**src/pin_mux_pkg.sv**
```systemverilog
package pin_mux_pkg;

    // Port geometry
    localparam int PORT_PINS       = 16;
    localparam int HALF_PINS       = 8;
    localparam int EVENT_PIN_FIRST = 10;
    localparam int CC_PIN_C        = 8;
    localparam int CC_PIN_D        = 9;
    localparam int SYNC_STAGES     = 3;

    // Bus geometry
    localparam int ADDR_W = 4;
    localparam int DATA_W = 32;
    localparam int BE_W   = 4;

    // Register byte offsets
    localparam logic [3:0] OFS_DIRECTION  = 4'h0;
    localparam logic [3:0] OFS_UPPER_FUNC = 4'h4;
    localparam logic [3:0] OFS_LOWER_FUNC = 4'h8;
    localparam logic [3:0] OFS_PIN_LEVEL  = 4'hc;

    // Reset values and field layout
    localparam logic [15:0] DIR_RESET       = 16'h0000;
    localparam logic [15:0] FUNC_RESET      = 16'h0000;
    localparam logic [15:0] FUNC_WRITE_MASK = 16'h5555;
    localparam logic [15:0] PIN_LEVEL_RESET = 16'h0000;
    localparam int          MODE_BIT_STRIDE = 2;

    typedef enum logic {
        FUNC_GPIO,
        FUNC_TIMER
    } pin_func_t;

    typedef enum logic {
        BUS_IDLE,
        BUS_ANSWER
    } bus_state_t;

endpackage

```
**src/port_j_direction_and_function_mux.sv**
```systemverilog
// Summary of operation
// - Sixteen-bit read/write direction register, one bit per pin
// - Direction bit 1 drives pin, 0 makes it input
// - Direction ignored for any other pin function; the code applies it to the timer function as well
// - Direction cleared at power-on reset and hardware standby
// - Direction kept through software standby and sleep
// - Function registers cleared likewise, kept in software standby and sleep
// - Upper register serves pins 15-8, lower pins 7-0
// - Mode bits at even positions, bit 14 is pin 15
// - Odd reserved bits read zero; software writes zero
// - Pins 15-10: general I/O or event-counter input
// - Pins 9-8: general I/O or capture/compare channel
//
// The address map and the Avalon-MM interface to the registers were decided locally.
`timescale 1ns/1ps

module port_j_direction_and_function_mux (
    input  wire logic                             clk_sys_i,
    input  wire logic                             nrst_i,
    input  wire logic                             ce_i,
    input  wire logic                             hw_standby_i,
    input  wire logic                             sw_standby_i,
    input  wire logic                             sleep_i,
    input  wire logic [pin_mux_pkg::ADDR_W-1:0]   avs_address_i,
    input  wire logic                             avs_read_i,
    input  wire logic                             avs_write_i,
    input  wire logic [pin_mux_pkg::DATA_W-1:0]   avs_writedata_i,
    input  wire logic [pin_mux_pkg::BE_W-1:0]     avs_byteenable_i,
    output logic      [pin_mux_pkg::DATA_W-1:0]   avs_readdata_o,
    output logic                                  avs_waitrequest_o,
    input  wire logic [pin_mux_pkg::PORT_PINS-1:0] pad_in_i,
    output logic      [pin_mux_pkg::PORT_PINS-1:0] pad_out_o,
    output logic      [pin_mux_pkg::PORT_PINS-1:0] pad_oe_o,
    input  wire logic [pin_mux_pkg::PORT_PINS-1:0] gpio_out_data_i,
    output logic      [pin_mux_pkg::PORT_PINS-1:0] gpio_in_data_o,
    output logic                                  event_count_input_a_o,
    output logic                                  event_count_input_b_o,
    output logic                                  event_count_input_c_o,
    output logic                                  event_count_input_d_o,
    output logic                                  event_count_input_e_o,
    output logic                                  event_count_input_f_o,
    input  wire logic                             capture_compare_pin_c_i,
    input  wire logic                             capture_compare_pin_d_i,
    output logic                                  capture_compare_pin_c_o,
    output logic                                  capture_compare_pin_d_o,
    input  wire logic [pin_mux_pkg::HALF_PINS-1:0] capture_compare_low_i,
    output logic      [pin_mux_pkg::HALF_PINS-1:0] capture_compare_low_o
);
    import pin_mux_pkg::*;

    // Mode bit of pin idx within its half register
    function automatic pin_func_t mode_of(input logic [15:0] func_reg,
                                          input int         idx);
        mode_of = func_reg[MODE_BIT_STRIDE * idx] ? FUNC_TIMER : FUNC_GPIO;
    endfunction

    // Both defined functions honour the direction bit
    function automatic logic dir_applies(input pin_func_t func);
        case (func)
            FUNC_GPIO:  dir_applies = 1'b1;
            FUNC_TIMER: dir_applies = 1'b1;
            default:    dir_applies = 1'b0;
        endcase
    endfunction

    function automatic logic [15:0] merge_lanes(input logic [15:0] old_val,
                                                input logic [31:0] wdata,
                                                input logic [3:0]  be);
        merge_lanes = old_val;
        if (be[0]) begin
            merge_lanes[7:0] = wdata[7:0];
        end
        if (be[1]) begin
            merge_lanes[15:8] = wdata[15:8];
        end
    endfunction

    // Bus slave state
    bus_state_t           bus_state_ff;
    bus_state_t           nxt_bus_state;
    logic [DATA_W-1:0]    readdata_ff;
    logic [DATA_W-1:0]    nxt_readdata;

    // Configuration registers
    logic [15:0]          direction_ff;
    logic [15:0]          nxt_direction;
    logic [15:0]          upper_func_ff;
    logic [15:0]          nxt_upper_func;
    logic [15:0]          lower_func_ff;
    logic [15:0]          nxt_lower_func;

    // Timer-facing inputs
    logic [5:0]           event_in_ff;
    logic [5:0]           nxt_event_in;
    logic                 cc_c_ff;
    logic                 nxt_cc_c;
    logic                 cc_d_ff;
    logic                 nxt_cc_d;
    logic [HALF_PINS-1:0] cc_low_ff;
    logic [HALF_PINS-1:0] nxt_cc_low;

    logic [PORT_PINS-1:0] pin_level;
    pin_func_t            pin_func [PORT_PINS];
    logic                 req;
    logic                 commit;

    pin_level_sync pin_level_sync_inst (
        .clk_sys_i (clk_sys_i),
        .nrst_i    (nrst_i),
        .ce_i      (ce_i),
        .pad_in_i  (pad_in_i),
        .level_o   (pin_level)
    );

    assign req    = avs_read_i | avs_write_i;
    assign commit = req && ce_i && (bus_state_ff == BUS_ANSWER);

    // One wait state: readdata is set up before the releasing edge.
    // A frozen clock enable keeps waitrequest high, else a write
    // would be acknowledged without ever landing
    assign avs_waitrequest_o = req && !commit;
    assign avs_readdata_o    = readdata_ff;

    always_comb begin
        nxt_bus_state = bus_state_ff;
        nxt_readdata  = readdata_ff;
        case (bus_state_ff)
            BUS_IDLE: begin
                if (req) begin
                    nxt_bus_state = BUS_ANSWER;
                end
                if (avs_read_i) begin
                    case (avs_address_i)
                        OFS_DIRECTION:  nxt_readdata = {16'h0000,
                            direction_ff};
                        // Odd reserved bits never stored, so read zero
                        OFS_UPPER_FUNC: nxt_readdata = {16'h0000,
                            upper_func_ff & FUNC_WRITE_MASK};
                        OFS_LOWER_FUNC: nxt_readdata = {16'h0000,
                            lower_func_ff & FUNC_WRITE_MASK};
                        OFS_PIN_LEVEL:  nxt_readdata = {16'h0000, pin_level};
                        default:        nxt_readdata = 32'h0000_0000;
                    endcase
                end
            end
            BUS_ANSWER: begin
                nxt_bus_state = BUS_IDLE;
            end
            default: begin
                nxt_bus_state = BUS_IDLE;
            end
        endcase
    end

    always_ff @(posedge clk_sys_i or negedge nrst_i) begin
        if (!nrst_i) begin
            bus_state_ff <= BUS_IDLE;
            readdata_ff  <= 32'h0000_0000;
        end else if (ce_i) begin
            bus_state_ff <= nxt_bus_state;
            readdata_ff  <= nxt_readdata;
        end
    end

    // Software standby and sleep inputs deliberately have no effect on the
    // registers; only hardware standby or reset clears them
    always_comb begin
        nxt_direction  = direction_ff;
        nxt_upper_func = upper_func_ff;
        nxt_lower_func = lower_func_ff;
        if (hw_standby_i) begin
            nxt_direction  = DIR_RESET;
            nxt_upper_func = FUNC_RESET;
            nxt_lower_func = FUNC_RESET;
        end else if (commit && avs_write_i) begin
            case (avs_address_i)
                OFS_DIRECTION: begin
                    nxt_direction = merge_lanes(direction_ff,
                                                avs_writedata_i,
                                                avs_byteenable_i);
                end
                OFS_UPPER_FUNC: begin
                    nxt_upper_func = merge_lanes(upper_func_ff,
                                                 avs_writedata_i,
                                                 avs_byteenable_i)
                                     & FUNC_WRITE_MASK;
                end
                OFS_LOWER_FUNC: begin
                    nxt_lower_func = merge_lanes(lower_func_ff,
                                                 avs_writedata_i,
                                                 avs_byteenable_i)
                                     & FUNC_WRITE_MASK;
                end
                default: begin
                    nxt_direction = direction_ff;
                end
            endcase
        end
    end

    always_ff @(posedge clk_sys_i or negedge nrst_i) begin
        if (!nrst_i) begin
            direction_ff  <= DIR_RESET;
            upper_func_ff <= FUNC_RESET;
            lower_func_ff <= FUNC_RESET;
        end else if (ce_i) begin
            direction_ff  <= nxt_direction;
            upper_func_ff <= nxt_upper_func;
            lower_func_ff <= nxt_lower_func;
        end
    end

    // Per-pin function from its half register
    genvar g;
    generate
        for (g = 0; g < PORT_PINS; g++) begin : g_func
            if (g >= HALF_PINS) begin : g_upper
                assign pin_func[g] = mode_of(upper_func_ff,
                    g - HALF_PINS);
            end else begin : g_lower
                assign pin_func[g] = mode_of(lower_func_ff, g);
            end
        end
    endgenerate

    // Pad drive comes straight from registers, so a write shows on the
    // pins straight after the accepting edge, with no extra cycle
    generate
        for (g = 0; g < PORT_PINS; g++) begin : g_pad
            always_comb begin
                pad_oe_o[g] = dir_applies(pin_func[g])
                              & direction_ff[g];
                pad_out_o[g] = gpio_out_data_i[g];
                if (pin_func[g] == FUNC_TIMER) begin
                    if (g == CC_PIN_C) begin
                        pad_out_o[g] = capture_compare_pin_c_i;
                    end else if (g == CC_PIN_D) begin
                        pad_out_o[g] = capture_compare_pin_d_i;
                    end else if (g < HALF_PINS) begin
                        pad_out_o[g] = capture_compare_low_i[g % HALF_PINS];
                    end
                end
            end
        end
    endgenerate

    // Event inputs see the pin only while it is routed to the timer;
    // otherwise they rest low so no spurious counts occur
    generate
        for (g = 0; g < 6; g++) begin : g_event
            always_comb begin
                nxt_event_in[g] = (pin_func[EVENT_PIN_FIRST + g] == FUNC_TIMER)
                    & pin_level[EVENT_PIN_FIRST + g];
            end
        end
        for (g = 0; g < HALF_PINS; g++) begin : g_cc_low
            always_comb begin
                nxt_cc_low[g] = (pin_func[g] == FUNC_TIMER) & pin_level[g];
            end
        end
    endgenerate

    always_comb begin
        nxt_cc_c = (pin_func[CC_PIN_C] == FUNC_TIMER)
                   & pin_level[CC_PIN_C];
        nxt_cc_d = (pin_func[CC_PIN_D] == FUNC_TIMER)
                   & pin_level[CC_PIN_D];
    end

    always_ff @(posedge clk_sys_i or negedge nrst_i) begin
        if (!nrst_i) begin
            event_in_ff <= 6'h00;
            cc_c_ff     <= 1'b0;
            cc_d_ff     <= 1'b0;
            cc_low_ff   <= 8'h00;
        end else if (ce_i) begin
            event_in_ff <= nxt_event_in;
            cc_c_ff     <= nxt_cc_c;
            cc_d_ff     <= nxt_cc_d;
            cc_low_ff   <= nxt_cc_low;
        end
    end

    assign gpio_in_data_o          = pin_level;
    assign event_count_input_a_o   = event_in_ff[0];
    assign event_count_input_b_o   = event_in_ff[1];
    assign event_count_input_c_o   = event_in_ff[2];
    assign event_count_input_d_o   = event_in_ff[3];
    assign event_count_input_e_o   = event_in_ff[4];
    assign event_count_input_f_o   = event_in_ff[5];
    assign capture_compare_pin_c_o = cc_c_ff;
    assign capture_compare_pin_d_o = cc_d_ff;
    assign capture_compare_low_o   = cc_low_ff;

endmodule

```
**src/pin_level_sync.sv**
```systemverilog
`timescale 1ns/1ps

module pin_level_sync (
    input  wire logic                           clk_sys_i,
    input  wire logic                           nrst_i,
    input  wire logic                           ce_i,
    input  wire logic [pin_mux_pkg::PORT_PINS-1:0] pad_in_i,
    output logic      [pin_mux_pkg::PORT_PINS-1:0] level_o
);
    import pin_mux_pkg::*;

    logic [PORT_PINS-1:0] meta_ff;
    logic [PORT_PINS-1:0] sync2_ff;
    logic [PORT_PINS-1:0] sync3_ff;
    logic [PORT_PINS-1:0] level_ff;
    logic [PORT_PINS-1:0] nxt_level;

    // A level is accepted only once stages two and three agree
    genvar g;
    generate
        for (g = 0; g < PORT_PINS; g++) begin : g_pin
            always_comb begin
                nxt_level[g] = (sync2_ff[g] == sync3_ff[g]) ? sync3_ff[g]
                                                              : level_ff[g];
            end
        end
    endgenerate

    always_ff @(posedge clk_sys_i or negedge nrst_i) begin
        if (!nrst_i) begin
            meta_ff  <= PIN_LEVEL_RESET;
            sync2_ff <= PIN_LEVEL_RESET;
            sync3_ff <= PIN_LEVEL_RESET;
            level_ff <= PIN_LEVEL_RESET;
        end else if (ce_i) begin
            meta_ff  <= pad_in_i;
            sync2_ff <= meta_ff;
            sync3_ff <= sync2_ff;
            level_ff <= nxt_level;
        end
    end

    assign level_o = level_ff;

endmodule

```
**config.mk**
```make
export PLATFORM = sky130hd
export DESIGN_NAME = port_j_direction_and_function_mux
export DESIGN_NICKNAME = d
export VERILOG_FILES = /design/src/pin_mux_pkg.sv /design/src/port_j_direction_and_function_mux.sv /design/src/pin_level_sync.sv
export SDC_FILE = /design/constraint.sdc
export NUM_CORES = 1
export LEC_CHECK = 0
export BUFFER_PORTS_ARGS = -buffer_cell sky130_fd_sc_hd__buf_2
export CORE_MARGIN = 3
export CORE_UTILIZATION = 58
export CTS_BUF_LIST = sky130_fd_sc_hd__clkbuf_4
export DETAILED_ROUTE_END_ITERATION = 10
export PLACE_DENSITY = 0.89
export SYNTH_ARGS = -nofsm -noshare
export SYNTH_HDL_FRONTEND = slang
export SYNTH_SLANG_ARGS = --single-unit
```
**constraint.sdc**
```tcl
create_clock -name clk_sys_i -period 2.2 [get_ports clk_sys_i]
set_input_delay 0.22 -clock clk_sys_i [delete_from_list [all_inputs] [get_ports clk_sys_i]]
set_output_delay 0.22 -clock clk_sys_i [all_outputs]
set_load 0.005 [all_outputs]
```
; Yosys cells after proc, flatten, opt, wreduce, memory -nomap -nowiden
; Cells that the tools add are included.
[op_classes]
addsub = 0
multipliers = 0
div_mod_pow = 0
order_cmp = 0
eq_ne = 19
shifts = 0
n_mux = 44
bitwise_logic = 18
reduce_logical = 37
[op_table]
columns = operator, count
row1 = 15-bit two-way mux, 6
row2 = 16-bit case mux with 4 select lines, 1
row3 = 16-bit two-way mux, 3
row4 = 2-bit AND reduction, 16
row5 = 7-bit two-way mux, 4
row6 = 1-bit two-way mux, 27
row7 = 4-bit AND reduction, 6
row8 = 1-bit bitwise AND, 16
row9 = 1-bit == test, 16
row10 = 8-bit two-way mux, 2
row11 = 2-bit nonzero test, 6
row12 = 3-bit AND reduction, 3
row13 = "4-bit == test, second input constant", 2
row14 = "4-bit by 3-bit == test with 1-bit output, second input constant", 1
row15 = 1-bit logical AND, 4
row16 = 4-bit zero test, 1
row17 = 1-bit case mux with 2 select lines, 1
row18 = 1-bit zero test, 1
row19 = 1-bit inverter, 1
row20 = 1-bit OR, 1
[totals]
ff_bits = 159
latch_bits = 0
ramBits = 0
romBits = 0
input_bits = 90
output_inout_bits = 97
elab_cells = 151
memories = 0

; Longest topological paths before layout
; Gate-level depths: netlist of run 1.
[logic_depth]
word_depth = 6
ltp_mapped = 6
mapped_depth_nobuf = 3

; Cells and area by module
; Synthesis of run 1 repeated with hierarchy kept, for this count alone.
[hier_totals]
hier_cells = 536
area_unflattened_um2 = 6236.0
[by_module_without_submodules]
columns = mod, n_inst, cells_per_inst, area_per_inst_um2, seq_area_each_um2
row1 = port_j_direction_and_function_mux, 1, 363, 3662.3, 1626.6
row2 = pin_level_sync, 1, 173, 2573.7, 1601.5

; Worst setup path after synthesis of run 1
; No wires, ideal clock.
[synth_path]
kind = reg2reg
startpoint = register bus_state_ff
endpoint = register direction_ff[2]
setup_ns = 0.126
arrival_time_ns = 1.359
t_required_ns = 2.074
setup_slack_ns = 0.715
stages_incl_launch_ff = 6
path_buffers = 2
synth_period_minus_slack_ns = 1.485
path_cell_list = dfrtp_1 > nand4bb_1 > clkbuf_1 > clkbuf_1 > o211a_1 > a221o_1
[synth_between]
elab_chain_len = 4
[synth_lines]
columns = item, line_no
row1 = from (decl), port_j_direction_and_function_mux.sv:79  ; bus_state_t bus_state_ff;
row2 = from (signal assigned), port_j_direction_and_function_mux.sv:160  ; bus_state_ff <= nxt_bus_state;
row3 = 1-bit logical AND, port_j_direction_and_function_mux.sv:116  ; assign commit = req && ce_i && (bus_state_ff == BUS_ANSWER);
row4 = 1-bit logical AND, port_j_direction_and_function_mux.sv:175  ; end else if (commit && avs_write_i) begin
row5 = 2-bit nonzero test (no source line), -
row6 = 4-bit AND reduction (no source line), -
row7 = to (signal assigned), port_j_direction_and_function_mux.sv:207  ; direction_ff <= nxt_direction;
row8 = to (decl), port_j_direction_and_function_mux.sv:85  ; logic [15:0] direction_ff;
; Every way passes these cells.
; A chain may end at the register's enable or synchronous reset.

; Worst setup path in the final report of run 1
[layout_path]
startpoint = register lower_func_ff[4]
endpoint = output pad_out_o[2] (netlist bit)
[layout_between]
elab_chain_len = 2
[layout_lines]
columns = item, line_no
row1 = from (decl), port_j_direction_and_function_mux.sv:89  ; logic [15:0] lower_func_ff;
row2 = from (signal assigned), port_j_direction_and_function_mux.sv:209  ; lower_func_ff <= nxt_lower_func;
row3 = 1-bit two-way mux, port_j_direction_and_function_mux.sv:54  ; mode_of = func_reg[MODE_BIT_STRIDE * idx] ? FUNC_TIMER : FUNC_GPIO;
row4 = 1-bit two-way mux, port_j_direction_and_function_mux.sv:234  ; if (pin_func[g] == FUNC_TIMER) begin
row5 = to (decl), port_j_direction_and_function_mux.sv:32  ; output logic [pin_mux_pkg::PORT_PINS-1:0] pad_out_o,
; Every way passes these cells.

==> out/summary.txt, run 1 <==
Status: completed
CP max-delay cell: dfrtp_1
Synth top area share: 52.38%
Diode count: 0
Post-synth top area cell: dfrtp_1
CP top delay family: flip-flops
Crit path launch type: register
Sink Count: 129
Setup TNS: 0 ns
Nets: 793
Via Count: 5,146
# H-tree levels: 4
Largest net degree at the start of global routing: 53
Slew Limit Fails: 0
Residual DRC: 0
GRT Util Overall: 28.26%
Starting DRT DRC Count: 573
Crit path DAT: 1.53 ns
P_leak: 3.618 nW
Vias in the first global route: 5,076
Port buffer count: 138
Critical path class: reg2out
Number of vias per cell: 6.040
Worst clock skew: 0.02283 ns
Critical path fanouts, max: 5
Post-synthesis sequential area ratio: 52.38%
Clk pin slew, worst setup/hold paths: 0.12 ns
Share of cells above drive strength 1: 35.75%
Crit path buffers/inverters: 1
I/O pin cnt: 187
Setup violators final: 0
Die ar.: 11,900 µm²
Worst Hold Class: in2reg
Post-Syn Instances: 547
Total wire length: 16,300 µm
RSZ-0062 raised after global routing: false
CTS tree: built
Period utilization: 79.53%
Synthesis warning total: 0
Chip width: 109.1 µm
Initial Utilization: 59.70%
Area grow syn2layout: 21.46%
Post-DP HPWL: 11,370 µm
Pwr Density: 947.3 nW/µm²
DR WL/cell: 19.14 µm
CP Cell Sequence: mux2_2 > buf_2
Number of enable flip-flop cells after synthesis: 0
FMAX: 571.5 MHz
CP peak stage delay: 0.47 ns
First-pass GRT wire length: 25,810 µm
Root Driver: clkbuf_4
Most common flop cell mapped by yosys: dfrtp_1
GPL Wtd Cong: 0.8960
Fraction of registers with async set/reset: 100.0%
Mean Syn Cell Area: 11.27 µm²
Min Clock Period, post-route: 1.750 ns
CP endpoint kind: output pin
Max Cap Violations: 0
Clock tree buffer depth: 2
Hold Fails Final Rpt: 0
DRT antenna net count: 0
Layout Utilization: 72.51%
Drt pass-1 iters: 6
Core Box Area: 10,320 µm²
Place WS: 0.3357 ns
Initial antenna violation count: 0
Slew @ Worst Pin: 1.341 ns
Worst skew pair latency: 0.53 ns
Synthesized flop and latch total: 129
Synth cell types: 43
CTS buffer count: 17
Mapped Area: 6163 µm²
Worst VDD drop: 479.8 µV
Gr ovfl total: 0
Top cells by area, synth: dfrtp_1 52%, mux2_2 11%, nand3_1 3.2%
Slack of the critical path: 0.4504 ns
Max_slew headroom: 9.967%
# rows: 37
Die height: 109.1 µm
CP required: 1.98 ns
[registers in the layout (all words and copies together), names as in the netlist]
name	count
avs_readdata_o	16
capture_compare_low_o	8
pin_level_sync_inst.sync2_ff	16
upper_func_ff	8
direction_ff	16
pin_level_sync_inst.level_o	16
event_in_ff	6
bus_state_ff	1
pin_level_sync_inst.sync3_ff	16
capture_compare_pin_d_o	1
capture_compare_pin_c_o	1
lower_func_ff	8
pin_level_sync_inst.meta_ff	16
[path summary, 6_finish.rpt]
path | startpoint | to | slack, ns | cells after the start
worst min register to register | avs_readdata_o[15] | avs_readdata_o[15] | 0.49 | 2
worst max-delay path | lower_func_ff[4] | pad_out_o[2] | 0.45 | 2
worst max register to register | bus_state_ff | avs_readdata_o[7] | 0.57 | 3
max in group asynchronous | nrst_i | capture_compare_low_o[6] | 1.25 | 3
min in group asynchronous | nrst_i | direction_ff[0] | 0.25 | 2
worst min-delay path | ce_i | bus_state_ff | 0.05 | 2
[repair_timing]
item / 4_1_cts / 5_1_grt
setup buffers: 0 / 0
gates resized for setup: 0 / 0
hold buffers: 25 / 0
endpoints found under the hold margin: 69 / 0
[cell usage in the layout (no fill, tap or decap), types with 16 or more instances in the layout]
master,synthesis,final
dlygate4sd3_1,0,25
nand2_1,27,27
buf_2,10,136
nand2b_1,17,17
dfrtp_1,129,129
a21oi_1,33,33
buf_4,22,17
inv_1,18,18
nor2_1,19,19
mux2_2,58,58
nand3_1,40,40
clkbuf_4,0,18
conb_1,1,16
o21ai_0,31,31
[area by class of cell]
cell class,count,area [µm²]
Inverter,19,71.32
Clock buffer,18,135.1
Tap cell,136,170.2
Sequential cell,129,3228
Timing Repair Buffer,180,1099
Clock inverter,14,190.2
Multi-Input combinational cell,356,2592
Fill cell,696,2838
[logic make-up after synthesis]
group	synth area share, %
DFF	52.38
muxes	13.68
other	0.06084
buffers and inverters	6.476
and+or+nand+nor	13.95
AOI/OAI and AO/OA	13.46
[Yosys cell counts, types with 8 or more instances]
cell / count
dfrtp_1: 129
mux2_2: 58
nand3_1: 40
a21oi_1: 33
o21ai_0: 31
nand2_1: 27
buf_4: 22
nor2_1: 19
inv_1: 18
clkbuf_1: 17
nand2b_1: 17
o211a_1: 13
o211ai_1: 13
buf_2: 10
nand4_1: 10
a221o_1: 8
a22o_1: 8
a22oi_1: 8
and4b_1: 8
mux4_2: 8
[stage by stage]
stage / hold WS (ns) / power [mW] / cells / cell area, µm²
after global placement: 0.2742 / 5.113 / 795 / 6910
after detailed placement: 0.2855 / 5.256 / 795 / 6910
after global routing: 0.01294 / 7.463 / 852 / 7486
after CTS: 0.004097 / 7.093 / 852 / 7486
after floorplan: -0.07559 / 4.403 / 562 / 6220
final: 0.04991 / 7.091 / 852 / 7486
[report_power, final]
| group | switching, mW | internal, mW |
|---|---|---|
| Clock | 0.892 | 0.909 |
| Sequential | 0.679 | 2.92 |
| Combinational | 0.736 | 0.955 |
| Total | 2.31 | 4.78 |
[per-layer routing]
metal | share of wire [%] | up-vias | global-route usage [%] | routed length (µm)
met2 | 49 | 295 | 45.83 | 8052
met4 | 2.3 | 0 | 12.35 | 377
li1 | - | 2282 | - | -
met5 | 0 | - | 0 | 0
met3 | 9.3 | 41 | 6.927 | 1524
met1 | 39 | 2528 | 36.13 | 6349
[worst reg2reg max path, delay by kind of cell, from the launching register on]
family | cells | cell delay [ns]
AO/OA/AOI/OAI | 1 | 0.24
flip-flops | 1 | 0.49
AND/OR/NAND/NOR | 2 | 0.82
(Power assumes the default switching activity.)
==> run 2, diff against run 1 <==
CORE_UTILIZATION = 48   (was 58)
PLACE_DENSITY = 0.78   (was 0.89)
clock period = 1.42 ns   (was 2.2 ns; I/O delays follow)
==> out/summary.txt, run 2 (synthesis results as in run 1) <==
Status: finished, violations left
Violated checks: setup timing
Pwr Density: 1406 nW/µm²
Largest net degree at the start of global routing: 69
P_leak: 4.147 nW
Slack of the critical path: -0.2388 ns
Final hold slack: 0.08361 ns
Number of vias per cell: 5.776
Setup TNS: -2.319 ns
Critical path fanouts, max: 2
DR WL/cell: 19.73 µm
Chip width: 119.3 µm
Period utilization: 116.8%
CTS tree: built
Critical path class: reg2out
Most common cell after layout, fill and taps aside: buf_2
First-pass GRT wire length: 28,870 µm
Crit path launch type: register
Initial Utilization: 50.27%
Min Clock Period, post-route: 1.659 ns
Worst Hold Class: in2reg
Crit path DAT: 1.52 ns
Fill cells: 867
Post-DP HPWL: 12,130 µm
FMAX: 602.8 MHz
RSZ-0062 raised after global routing: true
Worst skew pair latency: 0.55 ns
GRT Util Overall: 25.88%
Root Driver: clkbuf_4
Starting DRT DRC Count: 532
Place WS: -0.07891 ns
GPL Wtd Cong: 0.8919
Worst clock skew: 0.01974 ns
Nets: 867
CP endpoint kind: output pin
Share of cells above drive strength 1: 44.18%
Die ar.: 14,240 µm²
Initial antenna violation count: 0
CP required: 1.28 ns
Sink Count: 129
Total wire length: 18,900 µm
DRT antenna net count: 0
Vias in the first global route: 5,394
Hold Fails Final Rpt: 0
# H-tree levels: 4
I/O pin cnt: 187
Port buffer count: 138
Area grow syn2layout: 38.23%
Core Box Area: 12,260 µm²
Die height: 119.3 µm
Clk pin slew, worst setup/hold paths: 0.12 ns
Commonest cells after routing, fill and taps aside: 127 x buf_2, 123 x dfrtp_1, 53 x buf_4
Setup violators final: 22
Clock tree buffer depth: 2
Worst VDD drop: 705.3 µV
Max Cap Violations: 0
Via Count: 5,533
Flop2flop setup slack: -0.07 ns
Drt pass-1 iters: 5
CTS buffer count: 17
# rows: 40
Residual DRC: 0
Gr ovfl total: 0
Slew Limit Fails: 0
Diode count: 0
run 2: what timing repair did:
item,4_1_cts,5_1_grt
setup buffers,15,21
hold buffers,31,0
cloned,2,0
pin swaps,18,38
endpoints found under the hold margin,156,0
gates resized for setup,37,58
endpoints found under the setup margin,32,59
run 2: worst max-delay path, cell delays in order (launching register included):
cell	delay [ns]
dfrtp_1	0.41
buf_6	0.13
mux2_4	0.30
buf_6	0.12
run 2: final cells by class:
cell class / instances / area (µm²) / area share (%)
multi-input combinational: 356 / 2779 / 32.62
clock inverter: 13 / 143.9 / 1.689
clock buffer: 19 / 142.6 / 1.674
inverter: 19 / 71.32 / 0.8371
sequential: 129 / 3236 / 37.98
tap: 168 / 210.2 / 2.467
timing repair buffer: 254 / 1937 / 22.73
run 2: worst paths after layout:
kind | startpoint | endpoint | depth (start not counted)
min in group asynchronous | nrst_i | avs_readdata_o[12] | 3
setup reg to reg | bus_state_ff | direction_ff[8] | 5
setup / recovery | lower_func_ff[0] | pad_out_o[0] | 3
max in group asynchronous | nrst_i | bus_state_ff | 3
hold / removal | avs_write_i | bus_state_ff | 4
hold reg to reg | avs_readdata_o[1] | avs_readdata_o[1] | 2
run 2: through the flow:
stage	util, %	std cells	power [mW]	cell area [µm²]
after floorplan	-	562	6.823	6231
after global placement	59.46	864	8.317	7291
after detailed placement	59.46	864	8.503	7291
after CTS	67.05	943	11.49	8222
after global routing	69.48	958	12.57	8519
final	69.48	958	11.98	8519
run 2: layer usage:
| metal | vias up | share of wire (%) | wire length (µm) | track usage, % |
|---|---|---|---|---|
| met5 | - | 0 | 0 | 0 |
| met2 | 335 | 48 | 9056 | 41.79 |
| met1 | 2695 | 40 | 7493 | 33.86 |
| met4 | 0 | 3.3 | 627 | 7.659 |
| met3 | 77 | 9.1 | 1725 | 7.882 |
| li1 | 2426 | - | - | - |
run 2: report_power, final:
| group | total (mW) | switching [mW] | internal, mW | leakage [nW] |
|---|---|---|---|---|
| Sequential | 5.45 | 0.913 | 4.54 | 1.62 |
| Combinational | 3.96 | 1.64 | 2.32 | 2.38 |
| Clock | 2.57 | 1.34 | 1.23 | 0.151 |
| Total | 12.0 | 3.89 | 8.08 | 4.15 |
==> run 3, diff against run 2 <==
clock period = 1.5 ns   (was 1.42 ns; I/O delays follow)
==> out/summary.txt, run 3 (synthesis results as in run 1) <==
Sw frac: 33.66%
# H-tree levels: 4
Worst Hold Class: in2async
DR top layer: met4
Register area: 3233 µm²
FMAX: 626.2 MHz
Total wire length: 16,960 µm
Area of the multi-input gates: 2628 µm²
Power Total: 10.47 mW
Root Driver: clkbuf_4
GRT Util Overall: 23.67%
Layout Utilization: 64.78%
Period utilization: 106.5%
DRT antenna net count: 0
Worst VDD drop: 498.7 µV
P_sw: 3.524 mW
Chip width: 119.3 µm
P_leak: 3.867 nW
Violated checks: setup timing
Die height: 119.3 µm
Share of cells above drive strength 1: 39.40%
DR WL/cell: 18.20 µm
Die ar.: 14,240 µm²
Clk pin slew, worst setup/hold paths: 0.13 ns
Setup violators final: 9
CP endpoint kind: output pin
Crit path DAT: 1.45 ns
Commonest cells after routing, fill and taps aside: 127 x buf_2, 125 x dfrtp_1, 56 x buf_4
Drt pass-1 iters: 5
Min Clock Period, post-route: 1.597 ns
Worst skew pair latency: 0.52 ns
Crit path launch type: register
Diode count: 0
Slew Limit Fails: 0
Largest net degree at the start of global routing: 48
Most common cell after layout, fill and taps aside: buf_2
Initial antenna violation count: 0
CTS tree: built
Via Count: 5,254
Clock power frac: 20.2%
Sequential power share: 49.6%
Critical path class: reg2out
Core Box Area: 12,260 µm²
Starting DRT DRC Count: 416
Slack of the critical path: -0.09690 ns
Worst clock skew: 0.02015 ns
Max Cap Violations: 0
I/O pin cnt: 187
Residual DRC: 0
Total internal power: 6.946 mW
RSZ-0062 raised after global routing: true
Routed wl met2: 8090 µm
R2R cell count: 4
Clock tree buffer depth: 2
Gr ovfl total: 0
Status: finished, violations left
# rows: 40
Number of vias per cell: 5.637
Final hold slack: 0.1164 ns
Post-DP HPWL: 11,940 µm
Initial Utilization: 50.27%
Metal3 WL: 1445 µm
Nets: 841
Comb power frac: 30.2%
Place WS: -0.06472 ns
Sink Count: 129
Port buffer count: 138
CP required: 1.35 ns
Area grow syn2layout: 28.87%
GPL Wtd Cong: 0.9050
Critical path fanouts, max: 2
CTS buffer count: 17
First-pass GRT wire length: 26,550 µm
Setup TNS: -0.3665 ns
Pwr Density: 1318 nW/µm²
Hold Fails Final Rpt: 0
Wl on met1: 7094 µm
Fill cells: 944
Vias in the first global route: 5,100
==> run 3: cell types whose count changed in the layout (fill, tap and decap cells not counted), sizes merged <==
cell / previous run / this run
clkinv: 8 / 11
clkinvlp: 3 / 4
bufinv: 3 / 1
buf: 222 / 198
clkbuf: 20 / 17
dlygate4sd3: 31 / 30
==> run 3: worst max-delay path, cell delays in order (launching register included) <==
cell	delay [ns]
dfrtp_1	0.38
buf_6	0.11
mux2_2	0.33
buf_6	0.12
==> run 3: stage by stage <==
stage / instances / cell area (µm²)
after detailed placement: 858 / 7199
after CTS: 932 / 7888
final: 932 / 7943
after global placement: 858 / 7199
after floorplan: 562 / 6220
after global routing: 932 / 7943
==> run 3: cell type report <==
cell class	count	share of cell area [%]
sequential	129	40.71
multi-input combinational	356	33.08
clock inverter	15	1.528
tap	168	2.647
timing repair buffer	228	19.53
clock buffer	17	1.607
inverter	19	0.8979
==> run 3: worst paths after layout <==
path                                         start                        to  slack, ns
max in group asynchronous                   nrst_i  capture_compare_low_o[2]       0.72
worst min register to register  avs_readdata_o[11]        avs_readdata_o[11]       0.49
min in group clk_sys_i                  avs_read_i         avs_readdata_o[0]       0.13
worst max register to register        bus_state_ff          direction_ff[12]       0.04
worst min-delay path                        nrst_i         avs_readdata_o[0]       0.12
worst max-delay path              lower_func_ff[8]              pad_out_o[4]       -0.1
==> run 3: power groups by stage <==
stage	clock network (mW)	registers [mW]	logic [mW]
after detailed placement	0	5.18	2.73
after floorplan	0	5.00	1.46
after global placement	0	5.12	2.63
final	2.12	5.19	3.16
after CTS	2.17	5.10	3.15
after global routing	2.32	5.30	3.43
==> run 3: timing repair <==
item | CTS | global route
buffers inserted | 12 | 6
endpoints found under the hold margin | 156 | 0
endpoints found under the setup margin | 19 | 29
hold buffers | 30 | 0
resized for setup | 12 | 19
==> run 3: routing by layer <==
metal	track usage, %	vias up
met4	6.943	0
met3	5.793	43
li1	-	2363
met5	0	-
met1	31.81	2563
met2	38.36	285
